**src/logic/smsr_pkg.sv**
```systemverilog
package smsr_pkg;

  // ==========================================
  // status byte field positions
  localparam int unsigned POS_GUARD = 7;
  localparam int unsigned POS_QUAD = 6;
  localparam int unsigned POS_LAT_HI = 5;
  localparam int unsigned POS_LAT_LO = 4;
  localparam int unsigned POS_BP_HI = 3;
  localparam int unsigned POS_BP_LO = 2;
  localparam int unsigned POS_LATCH = 1;
  localparam int unsigned POS_ZERO = 0;
  // status register two positions
  localparam int unsigned POS2_QUAD = 6;
  localparam int unsigned POS2_DUAL = 5;

  // ==========================================
  // nonvolatile field: {guard, lat[1:0], bp[1:0]}
  localparam int unsigned NV_W = 5;
  localparam logic [4:0] NV_ERASED = 5'h00;
  localparam logic VOL_RESET = 1'b0;

  // ==========================================
  // op-codes
  localparam logic [7:0] OP_SET_LATCH = 8'h06;
  localparam logic [7:0] OP_CLR_LATCH = 8'h04;
  localparam logic [7:0] OP_RD_STAT1 = 8'h05;
  localparam logic [7:0] OP_WR_STAT1 = 8'h01;
  localparam logic [7:0] OP_RD_STAT2 = 8'h35;
  localparam logic [7:0] OP_ENTER_DUAL = 8'h37;
  localparam logic [7:0] OP_ENTER_QUAD = 8'h38;
  localparam logic [7:0] OP_EXIT_MULTI = 8'hFF;

  // ==========================================
  // lane counts per link edge
  localparam logic [3:0] LANES_1 = 4'h1;
  localparam logic [3:0] LANES_2 = 4'h2;
  localparam logic [3:0] LANES_4 = 4'h4;
  localparam logic [3:0] BITS_BYTE = 4'h8;

  typedef enum logic [1:0] {
    SMSR_OPCODE,
    SMSR_WRDATA,
    SMSR_RDOUT,
    SMSR_IGNORE
  } smsr_state_e;

endpackage

```
**src/logic/smsr_nv_cells.sv**
```systemverilog
`timescale 1ns/1ps
module smsr_nv_cells (
  // clock and factory erase
  input wire logic clk_sys,
  input wire logic nv_erase_n,
  // update port
  input wire logic wr_en,
  input wire logic [4:0] wr_data,
  // stored value
  output logic [4:0] nv_q
);

  // ==========================================
  // storage
  // deliberately not on resetn: content outlives power cycles
  always_ff @(posedge clk_sys or negedge nv_erase_n) begin
    if (!nv_erase_n) begin
      nv_q <= smsr_pkg::NV_ERASED;
    end else if (wr_en) begin
      nv_q <= wr_data;
    end
  end

endmodule

```
**src/logic/smsr_status1.sv**
```systemverilog
`timescale 1ns/1ps
// What this block does
// - guard enable kept nonvolatile at bit seven
// - guard plus protect pin block status writes outside quad mode
// - status write/read cover guard, latency, protect
// - quad mode flag volatile, zero at power-on
// - enter-quad sets; exit or enter-dual clears
// - status write leaves quad flag untouched
// - quad flag identical in both status registers
// - latency bits five, four kept nonvolatile
// - protect bits three, two kept nonvolatile
// - write latch bit one, zero after power-on
// - set/clear latch commands drive write latch
// - latch readable, status write value ignored
// - latch cleared at power-on and clear command
// - latch stays set after any write
// - bit zero always reads zero
module smsr_status1 (
  // clock and power-on reset
  input wire logic clk_sys,
  input wire logic resetn,
  input wire logic nv_erase_n,
  // serial link pins
  input wire logic link_sck,
  input wire logic link_cs_n,
  input wire logic [3:0] io_in,
  output logic [3:0] io_out,
  output logic [3:0] io_oen,
  // state seen by the rest of the device
  output logic quad_io_protocol_mode,
  output logic dual_io_protocol_mode,
  output logic write_enable_latch,
  output logic [1:0] latency_sel,
  output logic [1:0] block_protect,
  output logic status_write_guard_enable
);

  // ==========================================
  // pin synchronisers
  logic sck_s1_r, sck_s2_r, sck_s3_r;
  logic cs_s1_r, cs_s2_r;
  logic [3:0] io_s1_r, io_s2_r;

  always_ff @(posedge clk_sys or negedge resetn) begin
    if (!resetn) begin
      sck_s1_r <= 1'b0;
      sck_s2_r <= 1'b0;
      sck_s3_r <= 1'b0;
      cs_s1_r <= 1'b1;
      cs_s2_r <= 1'b1;
      io_s1_r <= 4'h0;
      io_s2_r <= 4'h0;
    end else begin
      sck_s1_r <= link_sck;
      sck_s2_r <= sck_s1_r;
      sck_s3_r <= sck_s2_r;
      cs_s1_r <= link_cs_n;
      cs_s2_r <= cs_s1_r;
      io_s1_r <= io_in;
      io_s2_r <= io_s1_r;
    end
  end

  logic sel, sck_rise, sck_fall;
  assign sel = !cs_s2_r;
  assign sck_rise = sel && sck_s2_r && !sck_s3_r;
  assign sck_fall = sel && !sck_s2_r && sck_s3_r;

  // ==========================================
  // status contents
  logic quad_r, dual_r, latch_r;
  logic [4:0] nv_q;
  logic nv_wr;
  logic [7:0] rx_nxt;
  logic [7:0] stat1, stat2;

  smsr_nv_cells u_nv (
    .clk_sys(clk_sys),
    .nv_erase_n(nv_erase_n),
    .wr_en(nv_wr),
    // guard, latency, protect fields taken from the write byte
    .wr_data({rx_nxt[smsr_pkg::POS_GUARD],
              rx_nxt[smsr_pkg::POS_LAT_HI:smsr_pkg::POS_BP_LO]}),
    .nv_q(nv_q)
  );

  always_comb begin
    stat1 = 8'h00;
    stat1[smsr_pkg::POS_GUARD] = nv_q[4];
    stat1[smsr_pkg::POS_QUAD] = quad_r;
    stat1[smsr_pkg::POS_LAT_HI:smsr_pkg::POS_BP_LO] = nv_q[3:0];
    stat1[smsr_pkg::POS_LATCH] = latch_r;
    stat2 = 8'h00;
    stat2[smsr_pkg::POS2_QUAD] = quad_r;
    stat2[smsr_pkg::POS2_DUAL] = dual_r;
  end

  // ==========================================
  // receive path
  smsr_pkg::smsr_state_e state_r;
  logic [7:0] rx_r;
  logic [3:0] rx_cnt_r;
  logic [3:0] lanes;
  logic byte_done;

  assign lanes = quad_r ? smsr_pkg::LANES_4 :
                 (dual_r ? smsr_pkg::LANES_2 : smsr_pkg::LANES_1);

  always_comb begin
    unique case (lanes)
      smsr_pkg::LANES_4: rx_nxt = {rx_r[3:0], io_s2_r};
      smsr_pkg::LANES_2: rx_nxt = {rx_r[5:0], io_s2_r[1:0]};
      default: rx_nxt = {rx_r[6:0], io_s2_r[0]};
    endcase
  end

  assign byte_done = sck_rise && ((rx_cnt_r + lanes) == smsr_pkg::BITS_BYTE);

  always_ff @(posedge clk_sys or negedge resetn) begin
    if (!resetn) begin
      rx_r <= 8'h00;
      rx_cnt_r <= 4'h0;
    end else if (!sel) begin
      rx_cnt_r <= 4'h0;
    end else if (sck_rise) begin
      rx_r <= rx_nxt;
      rx_cnt_r <= byte_done ? 4'h0 : rx_cnt_r + lanes;
    end
  end

  // ==========================================
  // command sequencer
  logic opc_done, read_two_r;

  assign opc_done = byte_done && (state_r == smsr_pkg::SMSR_OPCODE);

  always_ff @(posedge clk_sys or negedge resetn) begin
    if (!resetn) begin
      state_r <= smsr_pkg::SMSR_OPCODE;
      read_two_r <= 1'b0;
    end else if (!sel) begin
      // chip deselect aborts any partial op-code
      state_r <= smsr_pkg::SMSR_OPCODE;
    end else if (opc_done) begin
      read_two_r <= (rx_nxt == smsr_pkg::OP_RD_STAT2);
      unique case (rx_nxt)
        smsr_pkg::OP_WR_STAT1: state_r <= smsr_pkg::SMSR_WRDATA;
        smsr_pkg::OP_RD_STAT1, smsr_pkg::OP_RD_STAT2: begin
          state_r <= smsr_pkg::SMSR_RDOUT;
        end
        default: state_r <= smsr_pkg::SMSR_IGNORE;
      endcase
    end else if (byte_done && state_r == smsr_pkg::SMSR_WRDATA) begin
      state_r <= smsr_pkg::SMSR_IGNORE;
    end
  end

  // io2 doubles as the protect pin outside quad mode only
  logic wp_low;
  assign wp_low = !quad_r && !io_s2_r[2];
  // latch must be set and the guard must not hold
  assign nv_wr = byte_done && state_r == smsr_pkg::SMSR_WRDATA &&
                 latch_r && !(nv_q[4] && wp_low);

  // ==========================================
  // volatile mode flags
  always_ff @(posedge clk_sys or negedge resetn) begin
    if (!resetn) begin
      quad_r <= smsr_pkg::VOL_RESET;
      dual_r <= smsr_pkg::VOL_RESET;
    end else if (opc_done) begin
      // status writes never reach these flags
      unique case (rx_nxt)
        smsr_pkg::OP_ENTER_QUAD: begin
          quad_r <= 1'b1;
          dual_r <= 1'b0;
        end
        smsr_pkg::OP_ENTER_DUAL: begin
          quad_r <= 1'b0;
          dual_r <= 1'b1;
        end
        smsr_pkg::OP_EXIT_MULTI: begin
          quad_r <= 1'b0;
          dual_r <= 1'b0;
        end
        default: begin
          quad_r <= quad_r;
          dual_r <= dual_r;
        end
      endcase
    end
  end

  // ==========================================
  // write enable latch
  always_ff @(posedge clk_sys or negedge resetn) begin
    if (!resetn) begin
      latch_r <= smsr_pkg::VOL_RESET;
    end else if (opc_done && rx_nxt == smsr_pkg::OP_SET_LATCH) begin
      latch_r <= 1'b1;
    end else if (opc_done && rx_nxt == smsr_pkg::OP_CLR_LATCH) begin
      latch_r <= 1'b0;
    end
    // no write command clears it, so writes may run back to back
  end

  // ==========================================
  // transmit path, launched on falling link edges
  function automatic logic [3:0] lane_slice(input logic [7:0] b,
                                            input logic [2:0] ph);
    logic [7:0] s;
    s = b << ph;
    lane_slice = s[7:4];
  endfunction

  logic [2:0] ph_r;
  logic drive_r;
  logic [3:0] out_r;
  logic [3:0] slice;
  logic [7:0] tx_byte;

  assign tx_byte = read_two_r ? stat2 : stat1;
  // status is live: each byte of a repeated read shows current state
  assign slice = lane_slice(tx_byte, ph_r);

  always_ff @(posedge clk_sys or negedge resetn) begin
    if (!resetn) begin
      ph_r <= 3'h0;
      drive_r <= 1'b0;
      out_r <= 4'h0;
    end else if (!sel || state_r != smsr_pkg::SMSR_RDOUT) begin
      ph_r <= 3'h0;
      drive_r <= 1'b0;
    end else if (sck_fall) begin
      drive_r <= 1'b1;
      ph_r <= ph_r + lanes[2:0];
      unique case (lanes)
        smsr_pkg::LANES_4: out_r <= slice;
        smsr_pkg::LANES_2: out_r <= {2'b00, slice[3:2]};
        default: out_r <= {2'b00, slice[3], 1'b0};
      endcase
    end
  end

  assign io_out = out_r;
  always_comb begin
    io_oen = 4'hF;
    if (drive_r) begin
      unique case (lanes)
        smsr_pkg::LANES_4: io_oen = 4'h0;
        smsr_pkg::LANES_2: io_oen = 4'hC;
        default: io_oen = 4'hD;
      endcase
    end
  end

  assign quad_io_protocol_mode = quad_r;
  assign dual_io_protocol_mode = dual_r;
  assign write_enable_latch = latch_r;
  assign latency_sel = nv_q[3:2];
  assign block_protect = nv_q[1:0];
  assign status_write_guard_enable = nv_q[4];

endmodule

```
**config.mk**
```make
export PLATFORM = sky130hd
export DESIGN_NAME = smsr_status1
export DESIGN_NICKNAME = d
export VERILOG_FILES = /design/src/logic/smsr_pkg.sv /design/src/logic/smsr_nv_cells.sv /design/src/logic/smsr_status1.sv
export SDC_FILE = /design/constraint.sdc
export NUM_CORES = 1
export LEC_CHECK = 0
export BUFFER_PORTS_ARGS = -buffer_cell sky130_fd_sc_hd__buf_2
export CAP_MARGIN = 20
export CORE_ASPECT_RATIO = 1.25
export CORE_MARGIN = 2
export CORE_UTILIZATION = 35
export DETAILED_ROUTE_END_ITERATION = 8
export GPL_TIMING_DRIVEN = 0
export PLACE_DENSITY = 0.59
export SYNTH_ARGS = -nofsm -noshare
export SYNTH_HDL_FRONTEND = slang
export SYNTH_SLANG_ARGS = --single-unit
```
**constraint.sdc**
```tcl
create_clock -name clk_sys -period 5.1 [get_ports clk_sys]
set_clock_uncertainty 0.05 [all_clocks]
set_input_delay 0.255 -clock clk_sys [delete_from_list [all_inputs] [get_ports clk_sys]]
set_output_delay 0.255 -clock clk_sys [all_outputs]
set_load 0.05 [all_outputs]
```
==> implementation parameters, run 1 <==
Parameter                              Value

Outcome
  Run status ... completed

Floorplan
  Area of the die ... approximately 7400 µm²
  FP Rows ... 33
  Die outline height ... roughly 96 µm
  I/O pin count ... 25
  Die Span X ... between 70 and 80 µm
  Core Area ... between 6000 and 7000 µm²
  Starting Density ... a little over a third

Global route
  Maximum number of pins on one net before global-route repair ... 39
  Remaining global-route overflow ... 0
  Overall track demand over capacity in global routing ... 15.0%
  Via count of the first global-routing pass ... 1783
  First-pass GRT wire length ... between 8000 and 9000 µm
  Initial antenna violation count ... 0

Cells and area
  # diodes ... 0
  Ratio of cells with drive above 1 in the final layout ... 19.3%
  Number of cells in the finished layout apart from fillers ... approximately 360
  Multi-input gate area ... 1190 µm²
  Final nets ... around 290
  Area growth from synthesis to layout ... 15.4%
  Total of fill cells in the finished design ... roughly 670
  FF+latch area ... between 1000 and 1500 µm²

Timing
  Setup_tns ... 0 ps
  Timing-limited maximum frequency ... around 300 MHz
  Worst Tran Pin Value ... between 800 and 900 ps
  RSZ-0062 raised after global routing ... false
  # setup viols final ... 0
  Count of pins over their slew limit ... 0
  Hold violation count in the final report ... 0
  Final worst-path cycle share ... between 60 and 70%
  Final critical path time including I/O delays and setup ... approximately 3300 ps
  Tightest hold margin ... roughly 14 ps
  Slew margin rel. ... 43.1%

Flow run
  Max-cap violations ... 0

Hold path
  Worst min-delay path category ... input port to asynchronous set/reset pin

Synthesis
  Dominant synthesized flop cell ... dfrtp_1
  Area fraction of the dominant cell type after synthesis ... between 40% and 50%
  Top cell types by occurrence after synthesis ... dfrtp_1 (41), nand2_1 (20), nor2_1 (20)
  Fraction of synthesis flops using an asynchronous set or reset pin ... 100%
  Post-synthesis sequential element count ... 43
  Seq/Total Area, Yosys ... 45.7%
  Number of nets produced by synthesis ... between 200 and 300
  Gate count after technology mapping ... between 200 and 250
  Most repeated cell in the gate-level netlist after synthesis ... dfrtp_1
  Cell area after technology mapping ... about 2400 µm²
  Post-synthesis cell type with the largest combined area ... dfrtp_1
  Number of enable flip-flop cells after synthesis ... 0
  Syn Area/Cell ... 9.91 µm²
  Leading post-synthesis cells by cell area ... dfrtp_1 (44%), mux2i_1 (6.4%), mux2_2 (4.8%)
  Count of distinct cell types in the synthesized netlist ... 53
  YS warnings ... 0

Placed design
  Final weighted congestion in routability-driven placement ... ~0.86
  Placed cells ... between 300 and 400
  Number of port buffers ... 24
  Detailed placement HPWL ... 3830 µm

Route
  Via count normalized by instance count ... between 5 and 6
  Post-route DRC ... 0
  Via count ... about 1900
  Starting DRT DRC Count ... between 100 and 150
  Final Routed Wirelength ... ~5300 µm
  DRT Pass-1 Iters ... 4
  Post-DRT Antenna Nets ... 0
  Average wire per cell in the routed design ... between 10 and 15 µm

Worst setup path
  Kind of critical path ... register to register
  Arrival time worst endpoint ... 3470 ps
  CP Cell Sequence ... buf_2 -> buf_2 -> nor2_1 -> ha_1 -> ha_1 -> or4_4 -> nor4_4 -> nand3_1 -> o21a_1
  Worst Setup End Kind ... register
  Critical-path top delay cell ... or4_4
  Type of origin of the critical path ... register
  Critical path data required time ... between 5000 and 6000 ps
  Critical Path Fanout Max ... 10
  Peak per-stage delay on the critical path ... just under 600 ps

Clock tree
  TritonCTS clock tree ... built
  Register clock-pin slew on the reported worst setup and hold paths ... around 90 ps
  Clock tree sinks ... 43
  CTS buffer count ... 5
  Maximum count of clock buffers along a single path ... 2
  CTS H-tree depth ... 2
  Master cell of the clock root buffer ... clkbuf_8
  Clock network latency to the later pin of the worst-skew pair ... 300 ps

Pwr
  Sum of internal, switching and leakage power ... slightly above 0.7 mW
  Max VDD drop ... 117 µV
  Power density cells ... around 260 nW/µm²
  Leakage power total ... ~1.2 nW
-- timing repair --
item	4_1_cts	5_1_grt
hold buffers	2	3
hold endpoints to repair	6	3
buffers inserted	0	0
resized for setup	0	0
-- cells by family (layout without fill, tap and decap cells) --
| family | Yosys count | count (layout) | share of synthesized area (%) |
|---|---|---|---|
| compound gates | 57 | 57 | 16.1 |
| xor+xnor | 4 | 4 | 1.49 |
| fa+ha+maj | 5 | 5 | 2.65 |
| buf+inv | 22 | 59 | 3.82 |
| flops | 43 | 43 | 45.7 |
| mux | 25 | 25 | 11.1 |
| simple gates | 82 | 82 | 19.0 |
-- report_power, final --
group          internal, mW  switching, mW  total, mW
registers             0.363         0.0181      0.381
clock network        0.0957          0.116      0.212
logic                0.0460         0.0728      0.119
-- final timing paths --
check / startpoint / to / slack, ps / depth (start not counted)
max: dual_io_protocol_mode / dual_io_protocol_mode / 1770 / 9
min: resetn / rx_cnt_r[2] / 10 / 1
max reg2reg: dual_io_protocol_mode / dual_io_protocol_mode / 1770 / 9
min reg2reg: io_s1_r[0] / io_s2_r[0] / 300 / 0
max in group asynchronous: resetn / io_out[1] / 4450 / 1
min in group clk_sys: io_in[1] / io_s1_r[1] / 20 / 1
-- placed cells by master, fill, tap and decap left out, types with 2 or more instances in the layout --
cell type | Yosys | layout
nand4_1 | 4 | 4
nand2_1 | 20 | 20
nor2_1 | 20 | 20
nor4_1 | 5 | 5
a211o_1 | 2 | 2
o21ai_0 | 16 | 16
inv_1 | 8 | 8
clkbuf_8 | 0 | 5
dfstp_2 | 2 | 2
nand3_1 | 4 | 4
a32o_1 | 2 | 2
nand2b_1 | 5 | 5
xnor2_1 | 3 | 3
o21a_1 | 4 | 4
ha_1 | 5 | 5
o211ai_1 | 2 | 2
or2_2 | 2 | 2
nor3b_1 | 2 | 2
mux2i_1 | 15 | 15
clkbuf_1 | 9 | 10
nor3_1 | 3 | 3
dfrtp_1 | 41 | 41
buf_2 | 3 | 27
a221oi_1 | 2 | 2
a31oi_1 | 3 | 3
nor2b_1 | 2 | 2
mux2_2 | 10 | 10
a21oi_1 | 13 | 13
a211oi_1 | 3 | 3
or3b_1 | 2 | 2
dlygate4sd3_1 | 0 | 5
and3_1 | 3 | 3
-- critical path: cells and delay by family (launching register included) --
family,cells,cell delay [ps]
adders and majority gates,2,600
and+or+nand+nor,4,1560
AOI/OAI and AO/OA,1,210
buffers and inverters,2,410
DFF,1,380
-- area by class of cell --
| cell class | count | share of cell area [%] |
|---|---|---|
| plain buffers | 14 | 2.21 |
| clock buffers | 6 | 2.67 |
| clock inverters | 2 | 0.460 |
| inverters | 8 | 1.10 |
| multi-input cells | 173 | 43.7 |
| flip-flops and latches | 43 | 39.6 |
| well taps | 87 | 4.00 |
| repair buffers | 29 | 6.25 |
-- flip-flops by register name (all words and copies together) (netlist names), 2 cells and up --
register	flops
rx_r	7
io_out	4
io_s2_r	4
ph_r	3
state_r	2
io_s1_r	4
rx_cnt_r	4
u_nv.nv_q	5
-- metrics by stage --
step | util [%] | area (µm²) | setup WS [ps]
after global placement | 39.7 | 2590 | 1810
after CTS | 41.3 | 2690 | 1750
after global routing | 41.7 | 2720 | 1560
final | 41.7 | 2720 | 1770
after floorplan | - | 2360 | 2000
after detailed placement | 39.7 | 2590 | 1780
-- routing by layer --
metal | up-vias | GRT usage [%] | share of wire [%]
met5 | - | 0 | 0
met3 | 17 | 3.28 | 4.0
li1 | 943 | - | -
met2 | 47 | 26.4 | 51
met1 | 907 | 17.6 | 42
met4 | 0 | 6.55 | 2.7
No activity file was read; power rests on OpenSTA's default activity.
==> run 2, diff against run 1 <==
- PLACE_DENSITY: 0.59 -> 0.61
- clock period: 5.1 -> 2.8 ns (I/O delays scaled with it)
==> run 2 against run 1 <==
Against the previous run: design area rose by 3.9%; wire length fell by 0.77%; register-to-register slack got worse by 1700 ps; die area did not move; worst setup slack got worse by 1700 ps; sequential power rose by 82%; sequential share of layout area fell by 1.4 points; combinational power rose by 84%; via count rose by 1.8%; critical path type unchanged; largest cell class unchanged.
==> implementation parameters, run 2 (same netlist as run 1, synthesis figures left out) <==
Parameter                              Value

Outcome
  Run status ... completed

Floorplan
  Die outline height ... approximately 96 µm
  Area of the die ... 7420 µm²
  Die Span X ... just under 80 µm
  FP Rows ... 33
  Core Area ... about 6500 µm²
  I/O pin count ... 25
  Starting Density ... a little over a third

Route
  Via count ... 1948
  Final Routed Wirelength ... approximately 5300 µm
  Post-route DRC ... 0
  Post-DRT Antenna Nets ... 0
  Via count normalized by instance count ... roughly 5.3
  DRT Pass-1 Iters ... 4
  Average wire per cell in the routed design ... 14.4 µm
  Starting DRT DRC Count ... 75

Flow run
  Max-cap violations ... 0

Timing
  Final critical path time including I/O delays and setup ... 2690 ps
  Final setup margin ... 112 ps
  Hold violation count in the final report ... 0
  # setup viols final ... 0
  Count of pins over their slew limit ... 0
  Worst Tran Pin Value ... approximately 850 ps
  RSZ-0062 raised after global routing ... false
  Final worst-path cycle share ... a little over nine tenths
  Slew margin rel. ... a little over two fifths
  Setup_tns ... 0 ps
  Timing-limited maximum frequency ... between 300 and 400 MHz

Worst setup path
  Launch point of the worst reg-to-reg path ... dual_io_protocol_mode
  CP Cell Sequence ... buf_6 -> buf_6 -> nor2_4 -> ha_4 -> ha_1 -> or4_4 -> nor4_4 -> nand3_1 -> o21a_1
  Most prevalent standard cell on the critical path ... buf_6
  Setup slack, reg-to-reg ... about 110 ps
  Critical path data required time ... 2940 ps
  Cell count of the worst reg-to-reg path ... 9
  Crit-path leading delay family ... simple AND/OR/NAND/NOR gates
  Kind of critical path ... register to register
  Type of origin of the critical path ... register
  CP Depth ... 9
  Arrival time worst endpoint ... about 2800 ps
  Buffering stage count on the worst path with inverters included ... 2
  Critical Path Fanout Max ... 10
  Beginning of the critical path ... dual_io_protocol_mode
  Setup crit end ... dual_io_protocol_mode
  Peak per-stage delay on the critical path ... around 550 ps
  Critical-path top delay cell ... or4_4
  Worst r2r dst ... dual_io_protocol_mode
  Worst Setup End Kind ... register

Pwr
  Sum of internal, switching and leakage power ... ~1.4 mW
  Max VDD drop ... 254 µV
  Power density cells ... between 400 and 500 nW/µm²
  Leakage power total ... approximately 1.2 nW

Cells and area
  Largest registers ... rx_r: 7 flops, u_nv.nv_q: 5 flops
  Top library cells by usage in the layout, fill and taps aside ... dfrtp_1 (39), buf_2 (26), nand2_1 (20), nor2_1 (19), o21ai_0 (16)
  Commonest non-fill, non-tap cell in the layout ... dfrtp_1
  Most flops, register ... rx_r
  Final nets ... ~290
  Ratio of cells with drive above 1 in the final layout ... between 20% and 30%
  Area growth from synthesis to layout ... 19.9%
  # diodes ... 0
  Core occupancy in the finished layout ... between 40% and 50%
  Flip-flop count of the largest register, all copies and words added ... 7
  Post-route cell area ... roughly 2800 µm²

Hold path
  Worst min-delay path category ... input port to asynchronous set/reset pin

Clock tree
  Master cell of the clock root buffer ... clkbuf_8
  Clock tree sinks ... 43
  Register clock-pin slew on the reported worst setup and hold paths ... 90 ps
  Maximum count of clock buffers along a single path ... 2
  TritonCTS clock tree ... built
  CTS H-tree depth ... 2
  Clock network latency to the later pin of the worst-skew pair ... about 300 ps
  CTS buffer count ... 5

Global route
  Initial antenna violation count ... 0
  Remaining global-route overflow ... 0
  First-pass GRT wire length ... between 8000 and 9000 µm
  Overall track demand over capacity in global routing ... 15.4%
  Maximum number of pins on one net before global-route repair ... 39
  Via count of the first global-routing pass ... ~1900

Placed design
  Detailed placement HPWL ... 3790 µm
  Cell area reported after detailed placement ... 2620 µm²
  Post-placement setup slack ... -103 ps
  Final weighted congestion in routability-driven placement ... between 0.8 and 0.9
  Number of port buffers ... 24
run 2: cell types whose count changed in the layout (fill, tap and decap cells not counted), sizes merged:
cell         delta
buf             +3
dlygate4sd3     +3
clkbuf          -1
clkinv          -1
bufinv          +1
run 2: how the worst min path moves through the flow:
stage	from	end	slack, ps	depth (start not counted)
CTS	nv_erase_n	u_nv.nv_q[0]	110	2
finish	nv_erase_n	u_nv.nv_q[0]	120	2
global route	nv_erase_n	u_nv.nv_q[0]	120	2
global placement	nv_erase_n	u_nv.nv_q[0]	-90	1
floorplan	resetn	drive_r	-210	0
detailed placement	nv_erase_n	u_nv.nv_q[0]	-90	1
run 2: timing repair:
action	in CTS	in global routing
resized for setup	1	2
hold buffers	8	0
hold endpoints to repair	47	0
setup endpoints to repair	7	1
pin swaps	2	2
setup buffers	2	0
run 2: worst reg2reg max path, stage by stage (launching register included):
cell and delay [ps]:
dfrtp_2 410, buf_6 140, buf_6 150, nor2_4 120
ha_4 160, ha_1 260, or4_4 550, nor4_4 400
nand3_1 120, o21a_1 210
run 2: through the flow:
step,instances,hold slack [ps]
2_1_floorplan,238,-206
3_3_place_gp,349,-93.7
3_5_place_dp,349,-92.4
4_1_cts,367,113
5_1_grt,367,119
6_report,367,116
run 2: layout make-up:
cell class              count  area (µm²)
repair buffers             34         215
well taps                  87         109
fillers                   675        3690
plain buffers              14        73.8
clock buffers               6        72.6
multi-input cells         173        1210
inverters                   8        30.0
flip-flops and latches     43        1080
clock inverters             2        37.5
run 2: layer usage:
layer,up-vias,global-route usage [%],part of all wire (%)
li1,962,-,-
met1,923,18.0,43
met2,52,27.0,51
met3,11,2.63,3.9
met4,0,8.48,2.3
met5,-,0,0
run 2: power by group:
group          total (mW)  internal [mW]  switching [mW]
sequential          0.695          0.661          0.0335
combinational       0.219         0.0881           0.131
clock               0.491          0.266           0.225
total                1.40           1.02           0.389
==> run 3, diff against run 2 <==
- ABC_AREA: unset -> 1
==> run 3 against run 2 <==
Against the previous run: largest power group unchanged; global-route usage shrank 0.080 points; combinational power shrank 23%; utilization shrank 1.1 points; synthesized cell count grew 28%; power shrank 4.7%; sequential power shrank 2%; worst setup slack gained 190 ps; register-to-register slack gained 190 ps; critical path depth grew 2.
==> implementation parameters, run 3 <==
Parameter                              Value

Outcome
  Run status ... completed

Placed design
  Post-placement setup slack ... around 280 ps
  Placed cells ... around 420
  Final weighted congestion in routability-driven placement ... 0.847
  Number of port buffers ... 24
  Detailed placement HPWL ... 4030 µm

Clock tree
  Clock tree sinks ... 43
  Resize count post-CTS ... 0
  Maximum count of clock buffers along a single path ... 2
  Clock network latency to the later pin of the worst-skew pair ... ~300 ps
  Register clock-pin slew on the reported worst setup and hold paths ... 90 ps
  CTS buffer count ... 5
  Master cell of the clock root buffer ... clkbuf_8
  TritonCTS clock tree ... built
  CTS H-tree depth ... 2

Floorplan
  Starting Density ... between 30% and 40%
  I/O pin count ... 25
  Core Area ... roughly 6500 µm²
  Die outline height ... about 95 µm
  Area of the die ... 7360 µm²
  FP Rows ... 33
  Die Span X ... 77.1 µm

Synthesis
  Fraction of synthesized area in multiplexers ... 0%
  Post-synthesis sequential element count ... 43
  Largest family of logic cells by synthesized area ... simple AND/OR/NAND/NOR gates
  Number of enable flip-flop cells after synthesis ... 0
  Area share of and/or/nand/nor cells after synthesis ... between 30 and 40%
  Leading post-synthesis cells by cell area ... dfrtp_1 (44%), nand2_1 (16%), o21ai_0 (6.6%)
  Post-synthesis compound-gate area fraction ... 10.0%
  Gate count after technology mapping ... 304
  Syn Area/Cell ... a little under 8 µm²
  Area fraction of the dominant cell type after synthesis ... 43.9%
  Post-synthesis cell type with the largest combined area ... dfrtp_1
  Fraction of synthesis flops using an asynchronous set or reset pin ... 100%
  Top cell types by occurrence after synthesis ... nand2_1 (98), dfrtp_1 (41), inv_1 (32)
  Count of distinct cell types in the synthesized netlist ... 32
  Most repeated cell in the gate-level netlist after synthesis ... nand2_1
  Cell area after technology mapping ... 2340 µm²
  Number of nets produced by synthesis ... approximately 320
  Xor/xnor cell area share of the yosys netlist ... less than 1%
  Dominant synthesized flop cell ... dfrtp_1
  Adder-Cell Fraction of Synth Area ... 2.68%
  Seq/Total Area, Yosys ... between 40% and 50%
  YS warnings ... 0

Route
  Via count ... roughly 2100
  Starting DRT DRC Count ... around 130
  Average wire per cell in the routed design ... 12.4 µm
  Post-DRT Antenna Nets ... 0
  DRT Pass-1 Iters ... 4
  Post-route DRC ... 0
  Via count normalized by instance count ... about 4.8
  Final Routed Wirelength ... approximately 5300 µm

Cells and area
  Final nets ... 357
  Core occupancy in the finished layout ... a little over two fifths
  # diodes ... 0
  Largest registers ... rx_r: 7 flops, u_nv.nv_q: 5 flops
  Commonest non-fill, non-tap cell in the layout ... nand2_1
  Number of cells in the finished layout apart from fillers ... around 430
  Area growth from synthesis to layout ... 18.0%
  Most flops, register ... rx_r
  Ratio of cells with drive above 1 in the final layout ... 16.9%
  Total of fill cells in the finished design ... 688
  Top library cells by usage in the layout, fill and taps aside ... nand2_1 (98), dfrtp_1 (41), inv_1 (32), o21ai_0 (31)
  Flip-flop count of the largest register, all copies and words added ... 7

Worst setup path
  Critical-path top delay cell ... dfrtp_1
  Critical path data required time ... between 2000 and 3000 ps
  Type of origin of the critical path ... register
  CP Cell Sequence ... nor2_2 -> ha_1 -> ha_1 -> nor2_1 -> nand3_1 -> nor2_4 -> nand3_2 -> inv_2 -> nand2_1 -> nand2_1 -> nand2_1
  Most prevalent standard cell on the critical path ... nand2_1
  Arrival time worst endpoint ... around 2600 ps
  Worst Setup End Kind ... register
  Critical Path Fanout Max ... 10
  Kind of critical path ... register to register
  Peak per-stage delay on the critical path ... roughly 510 ps

Timing
  Count of pins over their slew limit ... 0
  Setup_tns ... 0 ps
  Timing-limited maximum frequency ... between 400 and 500 MHz
  Slew margin rel. ... between 40% and 50%
  Final critical path time including I/O delays and setup ... 2500 ps
  Worst Tran Pin Value ... about 840 ps
  Hold violation count in the final report ... 0
  Final worst-path cycle share ... 89.2%
  RSZ-0062 raised after global routing ... false
  # setup viols final ... 0
  Final setup margin ... 303 ps

Pwr
  Power density cells ... 485 nW/µm²
  Max VDD drop ... ~220 µV
  Sum of internal, switching and leakage power ... ~1.3 mW
  Leakage power total ... ~1.3 nW

Global route
  First-pass GRT wire length ... between 8000 and 9000 µm
  Via count of the first global-routing pass ... 1903
  Overall track demand over capacity in global routing ... 15.3%
  Maximum number of pins on one net before global-route repair ... 39
  Initial antenna violation count ... 0
  Remaining global-route overflow ... 0

Flow run
  Max-cap violations ... 0

Hold path
  Worst min-delay path category ... input port to asynchronous set/reset pin
-- run 3: cell types whose count changed after synthesis, sizes merged, moves of 8 or more --
cell,previous run,this run
mux2,10,0
nand3,5,31
nand2,20,102
clkbuf,9,1
inv,8,35
mux2i,15,0
o21ai,17,32
-- run 3: layout make-up --
type / instances / area, µm² / share of cell area, %
Clock inverter: 3 / 43.8 / 1.59
Inverter: 36 / 135 / 4.90
Buffer: 5 / 35.0 / 1.27
Timing Repair Buffer: 32 / 200 / 7.25
Tap cell: 87 / 109 / 3.94
Clock buffer: 5 / 68.8 / 2.49
Multi-Input combinational cell: 220 / 1090 / 39.5
Sequential cell: 43 / 1080 / 39.1
-- run 3: critical path: cells and delay by family (launching register included) --
kind                     cells  cell delay, ps
adder cells (fa/ha/maj)      2             530
buffers and inverters        1             120
flip-flops                   1             510
AND/OR/NAND/NOR              8            1180
-- run 3: final timing paths --
path	start	endpoint	slack [ps]	cells past startpoint
worst max-delay path	quad_io_protocol_mode	dual_io_protocol_mode	300	11
worst min-delay path	nv_erase_n	u_nv.nv_q[3]	130	2
worst max register to register	quad_io_protocol_mode	dual_io_protocol_mode	300	11
worst min register to register	io_s1_r[3]	io_s2_r[3]	300	0
max in group asynchronous	resetn	sck_s2_r	1740	2
min in group clk_sys	io_s1_r[3]	io_s2_r[3]	300	0
-- run 3: kinds of logic after synthesis --
logic type | Yosys count
adders and majority gates | 5
DFF | 43
buffers and inverters | 41
and+or+nand+nor | 169
xor gates and xnor gates | 2
AOI/OAI and AO/OA | 44
-- run 3: through the flow --
step	hold slack, ps	instance area [µm²]
2_1_floorplan	-206	2340
3_3_place_gp	-94.8	2570
3_5_place_dp	-95.8	2570
4_1_cts	130	2760
5_1_grt	130	2760
6_report	128	2760
-- run 3: routing by layer --
layer	track usage, %	vias to the layer above	part of all wire, %
met2	27.9	31	51
met5	0	-	0
met3	3.31	7	3.4
met4	6.85	0	1.8
met1	17.2	999	43
li1	-	1052	-
-- run 3: power breakdown --
group	internal, mW	total [mW]	switching [mW]
clock network	0.266	0.487	0.221
logic	0.0576	0.169	0.111
registers	0.655	0.684	0.0290
-- run 3: what timing repair did --
action,4_1_cts,5_1_grt
endpoints found under the hold margin,47,0
hold buffers,8,0
setup buffers,0,0
